### src/adcc_pkg.sv
/*
 converter control package: field widths, codes and timing counts.
 assumes a single 250 MHz system clock domain.
*/
package adcc_pkg;
   localparam int CLK_PERIOD_PS = 4000;
   localparam int SAMPLE_CYCLES = 4;
   localparam int CONVERT_CYCLES = 12;
   localparam logic [4:0] CONV_TOTAL = 5'h10;
   localparam logic [4:0] SAMPLE_LAST = 5'h03;
   localparam int CH_COUNT = 24;
   localparam logic [4:0] CH_LAST = 5'h17;
   localparam logic [1:0] REF_SUPPLY = 2'h1;
   localparam logic [2:0] INS_EXT = 3'h0;
   localparam logic [2:0] INS_BANDGAP = 3'h1;
   localparam logic [2:0] INS_RES_LO = 3'h2;
   localparam logic [2:0] INS_RES_HI = 3'h4;
   localparam logic [6:0] DIV_MAX = 7'h7F;
   localparam logic [1:0] MUX_FLOAT = 2'h0;
   localparam logic [1:0] MUX_EXT = 2'h1;
   localparam logic [1:0] MUX_BANDGAP = 2'h2;
   localparam logic [1:0] MUX_GROUND = 2'h3;
   typedef enum logic [1:0] {
      ADCC_IDLE = 2'b00,
      ADCC_ARMED = 2'b01,
      ADCC_BUSY = 2'b10
   } adcc_state_e;
endpackage

### src/adcc_conversion_control.sv
/*
 converter control: start sequencing, busy flag, interrupt request,
 clock divider, power, reference and input selection, pin sharing.
 assumes control ports come from cpu logic on clk; resultIn is
 sampled from the analog core and needs no synchroniser.
*/
`timescale 1ns/10ps
`default_nettype none
// Operation
// - start needs low, high, low sequence
// - busy set on start, cleared on completion
// - completion sets request flag, interrupt if enabled
// - divider code n divides clock by 2^n
// - converter powered only while enable high
// - reference from supply only for code 01
// - analog pin disables other pin functions
// - analog pin drops pull-high resistor
// - analog pin overrides port direction
// - external channel routed for valid codes
// - codes 11000 upward leave input floating
// - code 001 selects bandgap signal
// - reserved codes 010 to 100 ground input
// - sample 4 then convert 12 clocks
module adcc_conversion_control
(
   // clock and reset
   input wire logic clk,
   input wire logic rst,
   // control fields
   input wire logic startBit,
   input wire logic converterPowerEnable,
   input wire logic [2:0] clockDividerSelect,
   input wire logic [1:0] referenceSelect,
   input wire logic [2:0] internalInputSelect,
   input wire logic [4:0] externalChannelSelect,
   input wire logic intEnable,
   input wire logic intFlagClear,
   // pin sharing
   input wire logic [adcc_pkg::CH_COUNT-1:0] pinAnalogSel,
   input wire logic [adcc_pkg::CH_COUNT-1:0] pinPullHighReq,
   input wire logic [adcc_pkg::CH_COUNT-1:0] pinOutEnReq,
   input wire logic [adcc_pkg::CH_COUNT-1:0] pinAltFuncReq,
   // analog core
   input wire logic [11:0] resultIn,
   // status and result
   output logic conversionBusyFlag,
   output logic intRequestFlag,
   output logic intSignal,
   output logic [11:0] resultOut,
   // analog controls
   output logic converterPowerOn,
   output logic refFromSupply,
   output logic sampleActive,
   output logic converterClockEn,
   output logic [1:0] muxSource,
   output logic [adcc_pkg::CH_COUNT-1:0] channelConnect,
   // pin gating
   output logic [adcc_pkg::CH_COUNT-1:0] pinPullHighEn,
   output logic [adcc_pkg::CH_COUNT-1:0] pinOutEn,
   output logic [adcc_pkg::CH_COUNT-1:0] pinAltFuncEn
);
   import adcc_pkg::*;

   // ---------------------------------------------------------------
   // clock divider
   // ---------------------------------------------------------------
   function automatic logic [6:0] divMask(input logic [2:0] code);
      divMask = 7'(({7'h00, 1'b1} << code) - 8'h01);
   endfunction

   logic [6:0] divCnt_q, divCnt_d;
   logic tick;
   always_comb begin
      tick = ((divCnt_q & divMask(clockDividerSelect))
              == divMask(clockDividerSelect));
      divCnt_d = divCnt_q + 7'h01;
      if (!converterPowerEnable) begin
         divCnt_d = 7'h00;
      end
   end
   always_ff @(posedge clk) begin
      if (rst) begin
         divCnt_q <= 7'h00;
      end else begin
         divCnt_q <= divCnt_d;
      end
   end

   // ---------------------------------------------------------------
   // start sequencing and busy
   // ---------------------------------------------------------------
   adcc_state_e state_q, state_d;
   logic [4:0] cnt_q, cnt_d;
   logic busy_q, busy_d;
   logic irq_q, irq_d;
   logic [11:0] res_q, res_d;
   logic done;
   always_comb begin
      state_d = state_q;
      cnt_d = cnt_q;
      busy_d = busy_q;
      res_d = res_q;
      done = 1'b0;
      case (state_q)
         ADCC_IDLE: begin
            if (startBit) begin
               state_d = ADCC_ARMED;
            end
         end
         ADCC_ARMED: begin
            // a high start holds the converter reset
            if (!startBit && converterPowerEnable) begin
               state_d = ADCC_BUSY;
               busy_d = 1'b1;
               cnt_d = 5'h00;
            end
         end
         ADCC_BUSY: begin
            if (startBit) begin
               state_d = ADCC_ARMED;
               busy_d = 1'b0;
            end else if (!converterPowerEnable) begin
               // power loss aborts without interrupt
               state_d = ADCC_IDLE;
               busy_d = 1'b0;
            end else if (tick) begin
               cnt_d = cnt_q + 5'h01;
               if (cnt_q == CONV_TOTAL - 5'h01) begin
                  state_d = ADCC_IDLE;
                  busy_d = 1'b0;
                  res_d = resultIn;
                  done = 1'b1;
               end
            end
         end
         default: begin
            state_d = ADCC_IDLE;
         end
      endcase
      irq_d = irq_q;
      if (intFlagClear) begin
         irq_d = 1'b0;
      end
      if (done) begin
         irq_d = 1'b1;
      end
   end
   always_ff @(posedge clk) begin
      if (rst) begin
         state_q <= ADCC_IDLE;
         cnt_q <= 5'h00;
         busy_q <= 1'b0;
         irq_q <= 1'b0;
         res_q <= 12'h000;
      end else begin
         state_q <= state_d;
         cnt_q <= cnt_d;
         busy_q <= busy_d;
         irq_q <= irq_d;
         res_q <= res_d;
      end
   end

   // ---------------------------------------------------------------
   // outputs
   // ---------------------------------------------------------------
   logic [1:0] src;
   always_comb begin
      if (internalInputSelect == INS_BANDGAP) begin
         src = MUX_BANDGAP;
      end else if (internalInputSelect >= INS_RES_LO
                   && internalInputSelect <= INS_RES_HI) begin
         src = MUX_GROUND;
      end else if (externalChannelSelect <= CH_LAST) begin
         src = MUX_EXT;
      end else begin
         src = MUX_FLOAT;
      end
   end

   assign conversionBusyFlag = busy_q;
   assign intRequestFlag = irq_q;
   assign intSignal = irq_q & intEnable;
   assign resultOut = res_q;
   assign converterPowerOn = converterPowerEnable;
   assign refFromSupply = (referenceSelect == REF_SUPPLY);
   assign sampleActive = (state_q == ADCC_BUSY) && (cnt_q <= SAMPLE_LAST);
   assign converterClockEn = tick & converterPowerEnable;
   assign muxSource = src;
   assign channelConnect = (src == MUX_EXT)
      ? CH_COUNT'(({{(CH_COUNT-1){1'b0}}, 1'b1} << externalChannelSelect))
      : {CH_COUNT{1'b0}};
   assign pinPullHighEn = pinPullHighReq & ~pinAnalogSel;
   assign pinOutEn = pinOutEnReq & ~pinAnalogSel;
   assign pinAltFuncEn = pinAltFuncReq & ~pinAnalogSel;

   // ---------------------------------------------------------------
   // check helpers
   // ---------------------------------------------------------------
   // length of a run held wholly at the undivided clock; a counter
   // stands in for a long repetition that the tools would unroll
   logic startNow;
   logic fastRun_q, fastRun_d;
   logic [4:0] runCnt_q, runCnt_d;
   always_comb begin
      startNow = (state_q == ADCC_ARMED) && !startBit
                 && converterPowerEnable;
      runCnt_d = runCnt_q;
      fastRun_d = fastRun_q;
      if (startNow) begin
         runCnt_d = 5'h00;
         fastRun_d = (clockDividerSelect == 3'h0);
      end else if (busy_q) begin
         // saturate so a stuck busy cannot wrap back into range
         if (runCnt_q != 5'h1F) begin
            runCnt_d = runCnt_q + 5'h01;
         end
         if (clockDividerSelect != 3'h0 || startBit
             || !converterPowerEnable) begin
            fastRun_d = 1'b0;
         end
      end
   end
   always_ff @(posedge clk) begin
      if (rst) begin
         runCnt_q <= 5'h00;
         fastRun_q <= 1'b0;
      end else begin
         runCnt_q <= runCnt_d;
         fastRun_q <= fastRun_d;
      end
   end

   // ---------------------------------------------------------------
   // checks
   // ---------------------------------------------------------------
   a_busy_on_start: assert property (@(posedge clk) disable iff (rst)
      state_q == ADCC_ARMED && !startBit && converterPowerEnable
      |=> conversionBusyFlag)
      else $error("busy not set after start pulse");
   a_busy_by_start: assert property (@(posedge clk) disable iff (rst)
      $rose(conversionBusyFlag)
      |-> $past(state_q) == ADCC_ARMED && $past(!startBit))
      else $error("busy rose without full start pulse");
   a_irq_on_done: assert property (@(posedge clk) disable iff (rst)
      $fell(conversionBusyFlag) && $past(done) |-> intRequestFlag)
      else $error("request flag not set at completion");
   a_int_gate: assert property (@(posedge clk) disable iff (rst)
      intSignal |-> intRequestFlag && intEnable)
      else $error("interrupt without flag and enable");
   a_div_tick: assert property (@(posedge clk) disable iff (rst)
      converterPowerEnable && $past(converterPowerEnable) && !$past(rst)
      && clockDividerSelect == 3'h1 && $stable(clockDividerSelect)
      |-> tick != $past(tick))
      else $error("divide by two tick wrong");
   a_power_follow: assert property (@(posedge clk) disable iff (rst)
      converterPowerOn == converterPowerEnable)
      else $error("power output mismatch");
   a_ref_sel: assert property (@(posedge clk) disable iff (rst)
      refFromSupply == (referenceSelect == 2'h1))
      else $error("reference select wrong");
   a_pin_gate: assert property (@(posedge clk) disable iff (rst)
      (pinPullHighEn & pinAnalogSel) == '0 && (pinOutEn & pinAnalogSel) == '0)
      else $error("analog pin keeps pull-high or drive");
   a_mux_bg: assert property (@(posedge clk) disable iff (rst)
      internalInputSelect == 3'h1 |-> muxSource == MUX_BANDGAP
      && channelConnect == '0)
      else $error("bandgap not selected");
   a_mux_float: assert property (@(posedge clk) disable iff (rst)
      internalInputSelect == 3'h0 && externalChannelSelect >= 5'h18
      |-> muxSource == MUX_FLOAT && channelConnect == '0)
      else $error("invalid channel not floating");
   a_fast_conv: assert property (@(posedge clk) disable iff (rst)
      done && fastRun_q && clockDividerSelect == 3'h0
      |-> runCnt_q == CONV_TOTAL - 5'h01)
      else $error("conversion not 16 clocks");
   a_fast_late: assert property (@(posedge clk) disable iff (rst)
      conversionBusyFlag && fastRun_q && clockDividerSelect == 3'h0
      |-> runCnt_q < CONV_TOTAL)
      else $error("conversion ran past 16 clocks");
   a_sample_busy: assert property (@(posedge clk) disable iff (rst)
      sampleActive |-> conversionBusyFlag)
      else $error("sampling outside a conversion");
   a_done_clears: assert property (@(posedge clk) disable iff (rst)
      done |=> !conversionBusyFlag)
      else $error("busy still set after completion");
   a_start_rearm: assert property (@(posedge clk) disable iff (rst)
      conversionBusyFlag && startBit |=> !conversionBusyFlag)
      else $error("high start did not hold converter reset");
   a_irq_set_wins: assert property (@(posedge clk) disable iff (rst)
      done && intFlagClear |=> intRequestFlag)
      else $error("clear beat completion on request flag");
   a_unpowered: assert property (@(posedge clk) disable iff (rst)
      !converterPowerEnable |-> !converterPowerOn && !converterClockEn)
      else $error("converter clocked while unpowered");
   a_mux_ext: assert property (@(posedge clk) disable iff (rst)
      (internalInputSelect == 3'h0 || internalInputSelect >= 3'h5)
      && externalChannelSelect <= 5'h17
      |-> muxSource == MUX_EXT
      && channelConnect == (24'h000001 << externalChannelSelect))
      else $error("external channel not routed");
   a_mux_ground: assert property (@(posedge clk) disable iff (rst)
      internalInputSelect >= 3'h2 && internalInputSelect <= 3'h4
      |-> muxSource == MUX_GROUND && channelConnect == '0)
      else $error("reserved input code not grounded");
   a_alt_gate: assert property (@(posedge clk) disable iff (rst)
      (pinAltFuncEn & pinAnalogSel) == '0)
      else $error("analog pin keeps another function");
   a_result_upd: assert property (@(posedge clk) disable iff (rst)
      done |=> resultOut == $past(resultIn))
      else $error("result not updated at busy clear");
   c_conv_done: cover property (@(posedge clk) disable iff (rst) done);
   c_irq_int: cover property (@(posedge clk) disable iff (rst) intSignal);
   c_bandgap: cover property (@(posedge clk) disable iff (rst)
      muxSource == MUX_BANDGAP && conversionBusyFlag);
   c_ground: cover property (@(posedge clk) disable iff (rst)
      muxSource == MUX_GROUND);
   c_restart: cover property (@(posedge clk) disable iff (rst)
      conversionBusyFlag && startBit);
endmodule
`default_nettype wire

### config.mk
export PLATFORM = sky130hd
export DESIGN_NAME = adcc_conversion_control
export DESIGN_NICKNAME = d
export VERILOG_FILES = /design/src/adcc_pkg.sv /design/src/adcc_conversion_control.sv
export SDC_FILE = /design/constraint.sdc
export NUM_CORES = 1
export LEC_CHECK = 0
export ABC_AREA = 1
export BUFFER_PORTS_ARGS = -buffer_cell sky130_fd_sc_hd__buf_2
export CAP_MARGIN = 20
export CORE_AREA = 3 3 93 95
export CTS_CLUSTER_SIZE = 24
export DETAILED_ROUTE_END_ITERATION = 7
export DIE_AREA = 0 0 96 98
export PLACE_DENSITY = 0.73
export SYNTH_ARGS = -nofsm -noshare
export SYNTH_HDL_FRONTEND = slang
export SYNTH_SLANG_ARGS = --single-unit
### constraint.sdc
create_clock -name clk -period 1.51 [get_ports clk]
set_input_delay 0.0755 -clock clk [delete_from_list [all_inputs] [get_ports clk]]
set_output_delay 0.0755 -clock clk [all_outputs]
set_load 0.02 [all_outputs]
Yosys cells after proc, flatten, opt, wreduce, memory -nomap -nowiden
Index checks and enable logic that the tools add are counted.
Word-level totals
  input bits: 127
  word-level logic and storage cells: 79
  flip-flop bits (word level): 28
  output and inout bits: 117
Cells by class
  add/subtract/negate cells: 3
  mux-type cells: 29
  bitwise gates (word level): 9
  equality and inequality tests: 14
  order comparisons: 4
  reduce and logical (&&, ||, !) cells: 12
  shift operators: 2
Operator list (count)
  $and A24 B24 Y24: 3
  $mux W24: 1
  $not A24 Y24: 1
  $shl A1 B5 Y24 const A: 1
  $mux W5: 4
  $mux W2: 8
  $mux W1: 13
  $ne A2 B2 Y1 const B: 5
  $pmux W5 S2: 1
  $reduce_and A5 Y1: 2
  $ne A4 B4 Y1 const B: 2
  $reduce_and A4 Y1: 2
  $add A7 B1 Y7 const B: 1
  $and A7 B7 Y7: 1
  $eq A7 B7 Y1: 1
  $shl A1 B3 Y7 const A: 1
  $sub A7 B1 Y7 const B: 1
  $eq A2 B1 Y1 const B: 3
  $pmux W2 S3: 1
  $add A5 B1 Y5 const B: 1
  $eq A5 B4 Y1 const B: 1
  $le A5 B2 Y1 const B: 1
  $le A5 B5 Y1 const B: 1
  $reduce_bool A2 Y1: 2
  11 further kinds: 15

Logic depth before layout (Yosys ltp)
Gate-level depths: netlist of the first run.
  depth after elaboration: 9
  mapped depth: 14
  gate-level depth less buffers: 13

Least setup slack after synthesis of the first run
No wires, ideal clock.
  path kind: reg2reg
  from: reg cnt_q[0]
  to: reg res_q[0], in the netlist resultOut[0]
  data required time: 1.400 ns
  stages on the path, launching flop included: 9
  setup time: 0.110 ns
  arrival: 1.446 ns
  clock period less this slack: 1.556 ns
  path buffers: 1
  path slack: -0.046 ns
  path through: dfxtp_1 > ha_1 > nand2_1 > nor2_1 > ha_1 > clkbuf_1 > nand4_1 > nand2_1 > nor2_1
Between the ends
  cells in the longest elaborated chain, start to end: 2
RTL lines
  start: declaration: RTL line adcc_conversion_control.sv:93  | logic [4:0] cnt_q, cnt_d;
  start signal: assignment: RTL line adcc_conversion_control.sv:157  | cnt_q <= cnt_d;
  $eq A5 B4 Y1: RTL line adcc_conversion_control.sv:128  | if (cnt_q == CONV_TOTAL - 5'h01) begin
  $reduce_and A5 Y1 (no line)
  end signal: assignment: RTL line adcc_conversion_control.sv:160  | res_q <= res_d;
  end: declaration: RTL line adcc_conversion_control.sv:96  | logic [11:0] res_q, res_d;
Every way passes these cells.
A chain may end at the register's enable or synchronous reset.

Worst setup path after layout of the first run
  from: in clockDividerSelect[2]
  to: out converterClockEn
Between the ends
  cells in the longest elaborated chain, start to end: 5
RTL lines
  start: declaration: RTL line adcc_conversion_control.sv:32  | input wire logic [2:0] clockDividerSelect,
  $shl A1 B3 Y7 *: RTL line adcc_conversion_control.sv:68  | divMask = 7'(({7'h00, 1'b1} << code) - 8'h01);
  $sub A7 B1 Y7 *: RTL line adcc_conversion_control.sv:68
  $and A7 B7 Y7: RTL line adcc_conversion_control.sv:74  | tick = ((divCnt_q & divMask(clockDividerSelect))
  $eq A7 B7 Y1 *: RTL line adcc_conversion_control.sv:75  | == divMask(clockDividerSelect));
  $and A1 B1 Y1 *: RTL line adcc_conversion_control.sv:188  | assign converterClockEn = tick & converterPowerEnable;
  end: declaration: RTL line adcc_conversion_control.sv:54  | output logic converterClockEn,
Every way passes the cells marked *; elsewhere a longest branch is shown, timed or not.

==> flow_summary.ini, run 1 <==
[sta]
setup_slack_ps = -30.1
drv_slew = 0
hold_viol = 0
finalSetupViolations = 1
fmax_mhz = 649
fin_setup_tns_ps = -30.1
period_needed_ps = 1540
max_slew_margin_pct = 70.8
finalCritPeriodShare_pct = 102
holdWs_ps = 31.1
tightest_slew_ps = 438
rsz0062_at_grt = yes
skew_ps = 11.2

[final_layout]
drive_gt1_share_pct = 43.0
layout.nets = 846
areaGrowthSynthToFinish_pct = 69.6
final_cells = 817
finalInstanceArea_mm2 = 0.00409
post-route-util_pct = 52.4
final_common_cell = buf_2
most-common-layout-cells = buf_2 (239), inv_1 (146), nor2_1 (127)

[pwr]
swShare_pct = 33.2
internal-power_mw = 1.40
seq_power_share_pct = 35.6
p_comb_share_pct = 35.6
p_per_area_mw_per_mm2 = 513
p_leak_nw = 2.64
ir_drop_mv = 0.456
p_total_mw = 2.10
power_switching_mw = 0.696
clkPwrFrac_pct = 28.8

[setup_path]
r2r_slack_ps = 120
cp_max_fo = 4
critPathRequiredTime_ps = 1430
crit_type = primary input to primary output
end_kind = primary output
start_kind = primary input
arrival_ps = 1460

[global_routing]
grt_pass1_vias = 3222
use_met2_pct = 32.9
grt_max_degree = 17
overflow = 0
met3_usage_pct = 6.09
busiest_layer = met2
grt_usage_pct = 17.8
antenna_found_initial = 4
grt_use_met1_pct = 18.9
grt_first_pass_wirelength_um = 13800

[synthesis]
yosys.cell_types.count = 25
syn_area_mm2 = 0.00241
ys_seq_elements = 28
synth-seq-area-share_pct = 23.2
syn_inst = 455
avgSynthCellArea_um2 = 5.30
synth_nets = 586
synth_warnings = 0

[clock_network]
clk_pin_slew_ps = 110
clock-sinks = 28
cts_buffers = 3
clk_latency_ps = 280
htree_levels = 1
cts_root_buf = clkbuf_8
cts_tree = done
clk_path_buf_depth = 2

[routing]
firstDrtPassIters = 4
routed_wl_um = 9260
ant_nets = 0
drc = 0
viasPerCell = 4.24
via_count = 3462
drtIter0Drc = 72
avgRoutedWirePerCell_um = 11.3

[place]
place_area_mm2 = 0.00383
post-place-ws_ps = -227
gp_congestion = 0.904
port_buffers = 243
dpl.hpwl_um = 7790
dp.cells = 808

[die]
row_count = 32
die_area_mm2 = 0.00941
core_area_mm2 = 0.00781
pin_count = 244
dieHeight_um = 98
start_util_pct = 30.9
die_w_um = 96

[outcome]
failed_checks = negative setup slack
outcome = finished with violations

[job]
maxCapViolCount = 0

[min_path]
hold_path_class = primary input to flip-flop
[synth_stat cells]
cell type / n / area (um^2)
a21oi_1: 14 / 70.1
a31oi_1: 2 / 12.5
buf_4: 2 / 15.0
buf_6: 1 / 11.3
clkbuf_1: 4 / 15.0
clkinv_1: 1 / 3.75
dfxtp_1: 28 / 561
ha_1: 4 / 50.1
inv_1: 147 / 552
inv_2: 3 / 11.3
nand2_1: 50 / 188
nand2_2: 11 / 68.8
nand2_4: 1 / 11.3
nand3_1: 19 / 95.1
nand3_2: 2 / 20.0
nand3_4: 1 / 17.5
nand4_1: 15 / 93.8
nor2_1: 130 / 488
nor2_2: 2 / 12.5
nor2_8: 1 / 20.0
nor3_1: 10 / 50.1
nor3b_1: 1 / 7.51
nor4_1: 2 / 12.5
o21ai_0: 2 / 10.0
xor2_1: 2 / 17.5
[critical path, cell delays in order]
cell and delay (ps):
buf_2 120, inv_4 70, nand3_2 90, ha_4 280, nor2_2 30, nor2_1 120
nand3_2 120, inv_4 70, nand2_4 60, buf_6 120, nor3_4 160, buf_6 140
[routing by layer]
metal / routed length [um] / share of wire [%] / vias up
met1: 3510 / 38 / 1472
met4: 72 / 0.78 / 8
met3: 918 / 9.9 / 14
met5: 44 / 0.48 / -
li1: - / - / 1826
met2: 4720 / 51 / 142
[cells by family (layout without fill, tap and decap cells)]
kind of cell / after synthesis / in the layout / share of synthesized area [%]
and+or+nand+nor: 245 / 246 / 44.9
other: 0 / 1 / 0
adders and majority gates: 4 / 4 / 2.07
DFF: 28 / 28 / 23.2
xor gates and xnor gates: 2 / 2 / 0.726
buffers and inverters: 158 / 416 / 25.2
AOI/OAI and AO/OA: 18 / 18 / 3.84
[what timing repair did]
item | CTS | global route
hold buffers | 0 | 0
resized for setup | 11 | 31
pin swaps | 4 | 8
endpoints found under the setup margin | 13 | 19
gates cloned | 1 | 0
setup buffers | 1 | 2
[final cells by class]
type,count,area [um^2]
fillers,774,3710
diodes,1,2.50
clock inverters,1,30.0
inverters,151,572
multi-input cells,270,1360
clock buffers,3,41.3
flip-flops and latches,28,567
repair buffers,261,1390
well taps,102,128
[final timing paths]
kind         cells past startpoint          endpoint                  start
max                             12  converterClockEn  clockDividerSelect[2]
min                              4    intRequestFlag           intFlagClear
max reg2reg                      7      resultOut[5]               cnt_q[2]
min reg2reg                      2    intRequestFlag         intRequestFlag
[state kept, by name, summed over array words and instances, names as in the netlist]
name and flops:
state_q 2, intRequestFlag 1, divCnt_q 7, conversionBusyFlag 1
resultOut 12, cnt_q 5
[power groups by stage]
| stage | Clock [mW] | Sequential [mW] | Combinational (mW) |
|---|---|---|---|
| after global placement | 0 | 0.764 | 0.704 |
| after floorplan | 0 | 0.766 | 0.364 |
| after detailed placement | 0 | 0.765 | 0.718 |
| final | 0.605 | 0.748 | 0.748 |
| after CTS | 0.613 | 0.748 | 0.726 |
| after global routing | 0.635 | 0.749 | 0.826 |
Note: power is estimated with default switching activity, not from simulation.
==> inputs of run 2 (changes only) <==
CORE_AREA = 3 3 94 96   (was 3 3 93 95)
DIE_AREA = 0 0 97 99   (was 0 0 96 98)
PLACE_DENSITY = 0.69   (was 0.73)
clock period = 1.52 ns   (was 1.51 ns; I/O delays follow)
==> run 2 against run 1 <==
Compared with the run above: total power shrank 8.2%; sequential share of layout area rose by 0.25 points; non-clock buffer count is 4 lower; critical path type unchanged; final cell count down 0.24%; the flow now finishes without violations; final area down 1.6%; clock-buffer cell count up 1; clock power fell by 23%; worst hold slack better by 9.3 ps; register-to-register slack about the same; worst setup slack improved by 95 ps.
==> flow_summary.ini, run 2 (synthesis gave the netlist of run 1 again) <==
[outcome]
outcome = finished, final reports clean

[clock_network]
cts-hold-fix-buffers = 0
clk_path_buf_depth = 2
cts_buffers = 3
clk_latency_ps = 270
htree_levels = 1
clock-sinks = 28
cts_tree = done
clk_pin_slew_ps = 100
cts_root_buf = clkbuf_8

[place]
dpl.hpwl_um = 7630
place_area_mm2 = 0.00381
port_buffers = 243
gp_congestion = 0.926

[pwr]
p_leak_nw = 2.60
clkPwrFrac_pct = 24.0
internal-power_mw = 1.26
ir_drop_mv = 0.341
power_switching_mw = 0.668
p_per_area_mw_per_mm2 = 478
swShare_pct = 34.6
seq_power_share_pct = 38.6
p_comb_share_pct = 37.4

[die]
dieHeight_um = 99
start_util_pct = 29.7
row_count = 33
core_area_mm2 = 0.00813
die_area_mm2 = 0.00960
pin_count = 244
die_w_um = 97

[global_routing]
grt_pass1_vias = 3225
antenna_found_initial = 0
overflow = 0
grt_first_pass_wirelength_um = 14100
grt_max_degree = 16
grt_usage_pct = 17.0

[sta]
fmax_mhz = 687
drv_slew = 0
rsz0062_at_grt = yes
fin_setup_tns_ps = 0
skew_ps = 6.01
holdWs_ps = 40.4
hold_viol = 0
period_needed_ps = 1450
finalCritPeriodShare_pct = 95.7
max_slew_margin_pct = 76.2
finalSetupViolations = 0
tightest_slew_ps = 356

[setup_path]
start_kind = primary input
critPathRequiredTime_ps = 1440
slowest_stage = ha_4
crit_type = primary input to primary output
cp_max_fo = 4
end_kind = primary output
arrival_ps = 1380
critical_path.max_stage_delay_ps = 280
path_cells = buf_2, inv_2, nand3_2, ha_4, nor2_2, nor2_1, nand3_2, inv_2, nand2_4, nor3_2, buf_4

[routing]
via_count = 3438
viasPerCell = 4.22
routed_wl_um = 8800
firstDrtPassIters = 4
drtIter0Drc = 105
drc = 0
ant_nets = 0
avgRoutedWirePerCell_um = 10.8

[final_layout]
regArea_um2 = 568
drive_gt1_share_pct = 43.5
most-common-layout-cells = buf_2 (239), inv_1 (145), nor2_1 (125)
areaGrowthSynthToFinish_pct = 67.0
finalInstanceArea_mm2 = 0.00403
layout.nets = 842
multi_input_area_mm2 = 0.00137
final_common_cell = buf_2
fillers = 857
largest_reg_flops = 12
num_antenna_cells = 0

[min_path]
hold_path_class = primary input to flip-flop

[job]
maxCapViolCount = 0
-- run 2: changes by cell type in the layout (fill, tap and decap cells not counted), sizes merged --
| cell | delta |
|---|---|
| clkbuf | +1 |
| diode | -1 |
| bufinv | -1 |
| buf | -4 |
-- run 2: timing repair --
item | CTS | global route
pin swaps | 0 | 11
cloned | 0 | 1
endpoints found under the setup margin | 13 | 27
gates resized for setup | 2 | 39
setup buffers | 0 | 2
-- run 2: layout make-up --
class | count | area share (%)
multi-input cells | 270 | 33.9
repair buffers | 257 | 33.3
well taps | 105 | 3.26
clock buffers | 4 | 1.37
inverters | 151 | 14.1
flip-flops and latches | 28 | 14.1
-- run 2: per-layer routing --
| layer | track usage, % | routed length, um |
|---|---|---|
| met1 | 17.9 | 3320 |
| met5 | 0 | 0 |
| met2 | 34.0 | 4730 |
| met3 | 3.61 | 646 |
| met4 | 3.67 | 103 |
-- run 2: path summary, 6_finish.rpt --
path / slack, ps / end / cells after the start / from
hold / removal: 40 / intRequestFlag / 4 / intFlagClear
setup reg to reg: 120 / resultOut[2] / 8 / cnt_q[0]
setup / recovery: 70 / converterClockEn / 11 / clockDividerSelect[2]
hold reg to reg: 450 / divCnt_q[0] / 1 / divCnt_q[0]
-- run 2: power groups by stage --
stage / clock (mW) / combinational, mW / sequential [mW]
after global routing: 0.502 / 0.798 / 0.746
after global placement: 0 / 0.687 / 0.760
after floorplan: 0 / 0.361 / 0.761
after detailed placement: 0 / 0.700 / 0.761
final: 0.463 / 0.720 / 0.744
after CTS: 0.473 / 0.703 / 0.744
-- run 2: metrics by stage --
stage                     utilization, %  std cells  total power, mW  setup slack, ps
final                               49.5        815             1.93             65.3
after global routing                49.5        815             2.05            -44.7
after CTS                           47.6        812             1.92             2.34
after detailed placement            46.8        808             1.46             -228
after global placement              46.8        808             1.45             -159
after floorplan                        -        455             1.12             54.3
-- run 2: critical path, delay by kind of cell --
| kind | cells | cell delay [ps] |
|---|---|---|
| buf+inv | 4 | 440 |
| simple gates | 6 | 580 |
| fa+ha+maj | 1 | 280 |
==> inputs of run 3 (changes only) <==
CAP_MARGIN = 10   (was 20)
GPL_TIMING_DRIVEN = 0   (was not set)
HOLD_SLACK_MARGIN = 0.06   (was not set)
==> run 3 against run 2 <==
Compared with the run above: clock skew up 3.2 ps; clock power down 14%; via count rose by 0.41%; worst setup slack improved by 14 ps; maximum frequency is 0.98% higher; core utilization increased by 0.40 points; wire length is 0.80% higher; sequential cell count unchanged; die area did not move; worst hold slack better by 82 ps; sequential power about the same.
==> flow_summary.ini, run 3 (synthesis gave the netlist of run 1 again) <==
[outcome]
outcome = finished, final reports clean

[die]
dieHeight_um = 99
row_count = 33
pin_count = 244
die_w_um = 97
start_util_pct = 29.7
core_area_mm2 = 0.00813
die_area_mm2 = 0.00960

[setup_path]
crit_type = flip-flop to flip-flop
critPathRequiredTime_ps = 1730
start_kind = flip-flop
end_kind = flip-flop
cp_max_fo = 5
arrival_ps = 1650

[sta]
finalSetupViolations = 0
period_needed_ps = 1440
tightest_slew_ps = 488
skew_ps = 9.25
finalCritPeriodShare_pct = 94.8
max_slew_margin_pct = 67.5
hold_viol = 0
fmax_mhz = 694
drv_slew = 0
setup_slack_ps = 79.4

[pwr]
p_leak_nw = 2.64
p_per_area_mw_per_mm2 = 459
ir_drop_mv = 0.407

[final_layout]
areaGrowthSynthToFinish_pct = 68.3
fillers = 842
final_common_cell = buf_2
multi_input_area_mm2 = 0.00134
regArea_um2 = 569
num_antenna_cells = 0
largest_reg_flops = 12
layout.nets = 846
final_cells = 818
drive_gt1_share_pct = 42.5
most-common-layout-cells = buf_2 (238), inv_1 (146), nor2_1 (127)

[global_routing]
antenna_found_initial = 1
grt_first_pass_wirelength_um = 13800
overflow = 0
grt_pass1_vias = 3089
grt_max_degree = 15
grt_usage_pct = 16.9

[place]
gp_congestion = 0.926
dpl.hpwl_um = 7520
dp.cells = 802
port_buffers = 242
post-place-ws_ps = -307

[clock_network]
cts_buffers = 3
clk_pin_slew_ps = 90
htree_levels = 1
clk_latency_ps = 270
clock-sinks = 28
cts_root_buf = clkbuf_8
clk_path_buf_depth = 2
cts_tree = done

[min_path]
hold_path_class = primary input to flip-flop

[routing]
routed_wl_um = 8870
drtIter0Drc = 80
drc = 0
avgRoutedWirePerCell_um = 10.8
via_count = 3452
firstDrtPassIters = 4
ant_nets = 0
viasPerCell = 4.22

[job]
maxCapViolCount = 0
[run 3: changes by cell type in the layout (fill, tap and decap cells not counted), moves of 2 or more]
cell           delta
inv_2             -2
nor2_1            +2
nor2_2            -2
dlygate4sd3_1     +2
clkbuf_1          +2
nand3_2           -2
dfxtp_2           -2
nand3_1           +2
[run 3: area by class of cell]
type	instances	share of cell area, %
timing repair buffer	255	33.2
multi-input combinational	269	33.0
sequential	28	14.0
inverter	151	14.0
tap	105	3.23
buffer	7	1.57
clock buffer	3	1.02
[run 3: path summary, 6_finish.rpt]
check / to / cells after the start / start / slack, ps
worst max-delay path: resultOut[0] / 9 / cnt_q[1] / 80
worst min-delay path: resultOut[3] / 5 / resultIn[3] / 120
worst max register to register: resultOut[0] / 9 / cnt_q[1] / 80
worst min register to register: divCnt_q[0] / 1 / divCnt_q[0] / 450
[run 3: report_power, final]
part | switching [mW] | internal, mW | leakage (nW)
registers | 0.00392 | 0.738 | 0.229
logic | 0.434 | 0.292 | 2.39
clock network | 0.218 | 0.178 | 0.0216
total | 0.657 | 1.21 | 2.64
[run 3: timing repair]
| item | CTS | global route |
|---|---|---|
| resized for setup | 11 | 33 |
| pin swaps | 1 | 19 |
| gates cloned | 0 | 1 |
| hold buffers | 2 | 0 |
| buffers inserted | 2 | 8 |
| endpoints found under the setup margin | 17 | 22 |
| endpoints found under the hold margin | 2 | 0 |
[run 3: routing by layer]
metal | GRT usage (%) | share of wire [%] | vias up
met4 | 2.70 | 1.1 | 2
met2 | 32.5 | 53 | 138
met3 | 3.89 | 7.7 | 12
li1 | - | - | 1826
met5 | 0 | 0.079 | -
met1 | 19.1 | 38 | 1474
[run 3: per-stage QoR]
stage / TNS, ps / hold WS [ps] / power (mW) / area, um^2 / util [%]
after floorplan: 0 / 223 / 1.12 / 2410 / -
after global placement: -3920 / 326 / 1.44 / 3760 / 46.2
after detailed placement: -4660 / 338 / 1.46 / 3760 / 46.2
after CTS: 0 / 118 / 1.86 / 3870 / 47.5
after global routing: -79.1 / 147 / 1.98 / 4060 / 49.9
final: 0 / 123 / 1.86 / 4060 / 49.9
[run 3: worst max-delay path, cell delays in order, from the launching register on]
cell	delay (ps)
dfxtp_4	390
ha_4	140
nand2_2	60
nor2_2	140
ha_4	190
nand3_4	120
clkbuf_16	190
nand2_2	50
inv_1	40
nor2_1	70
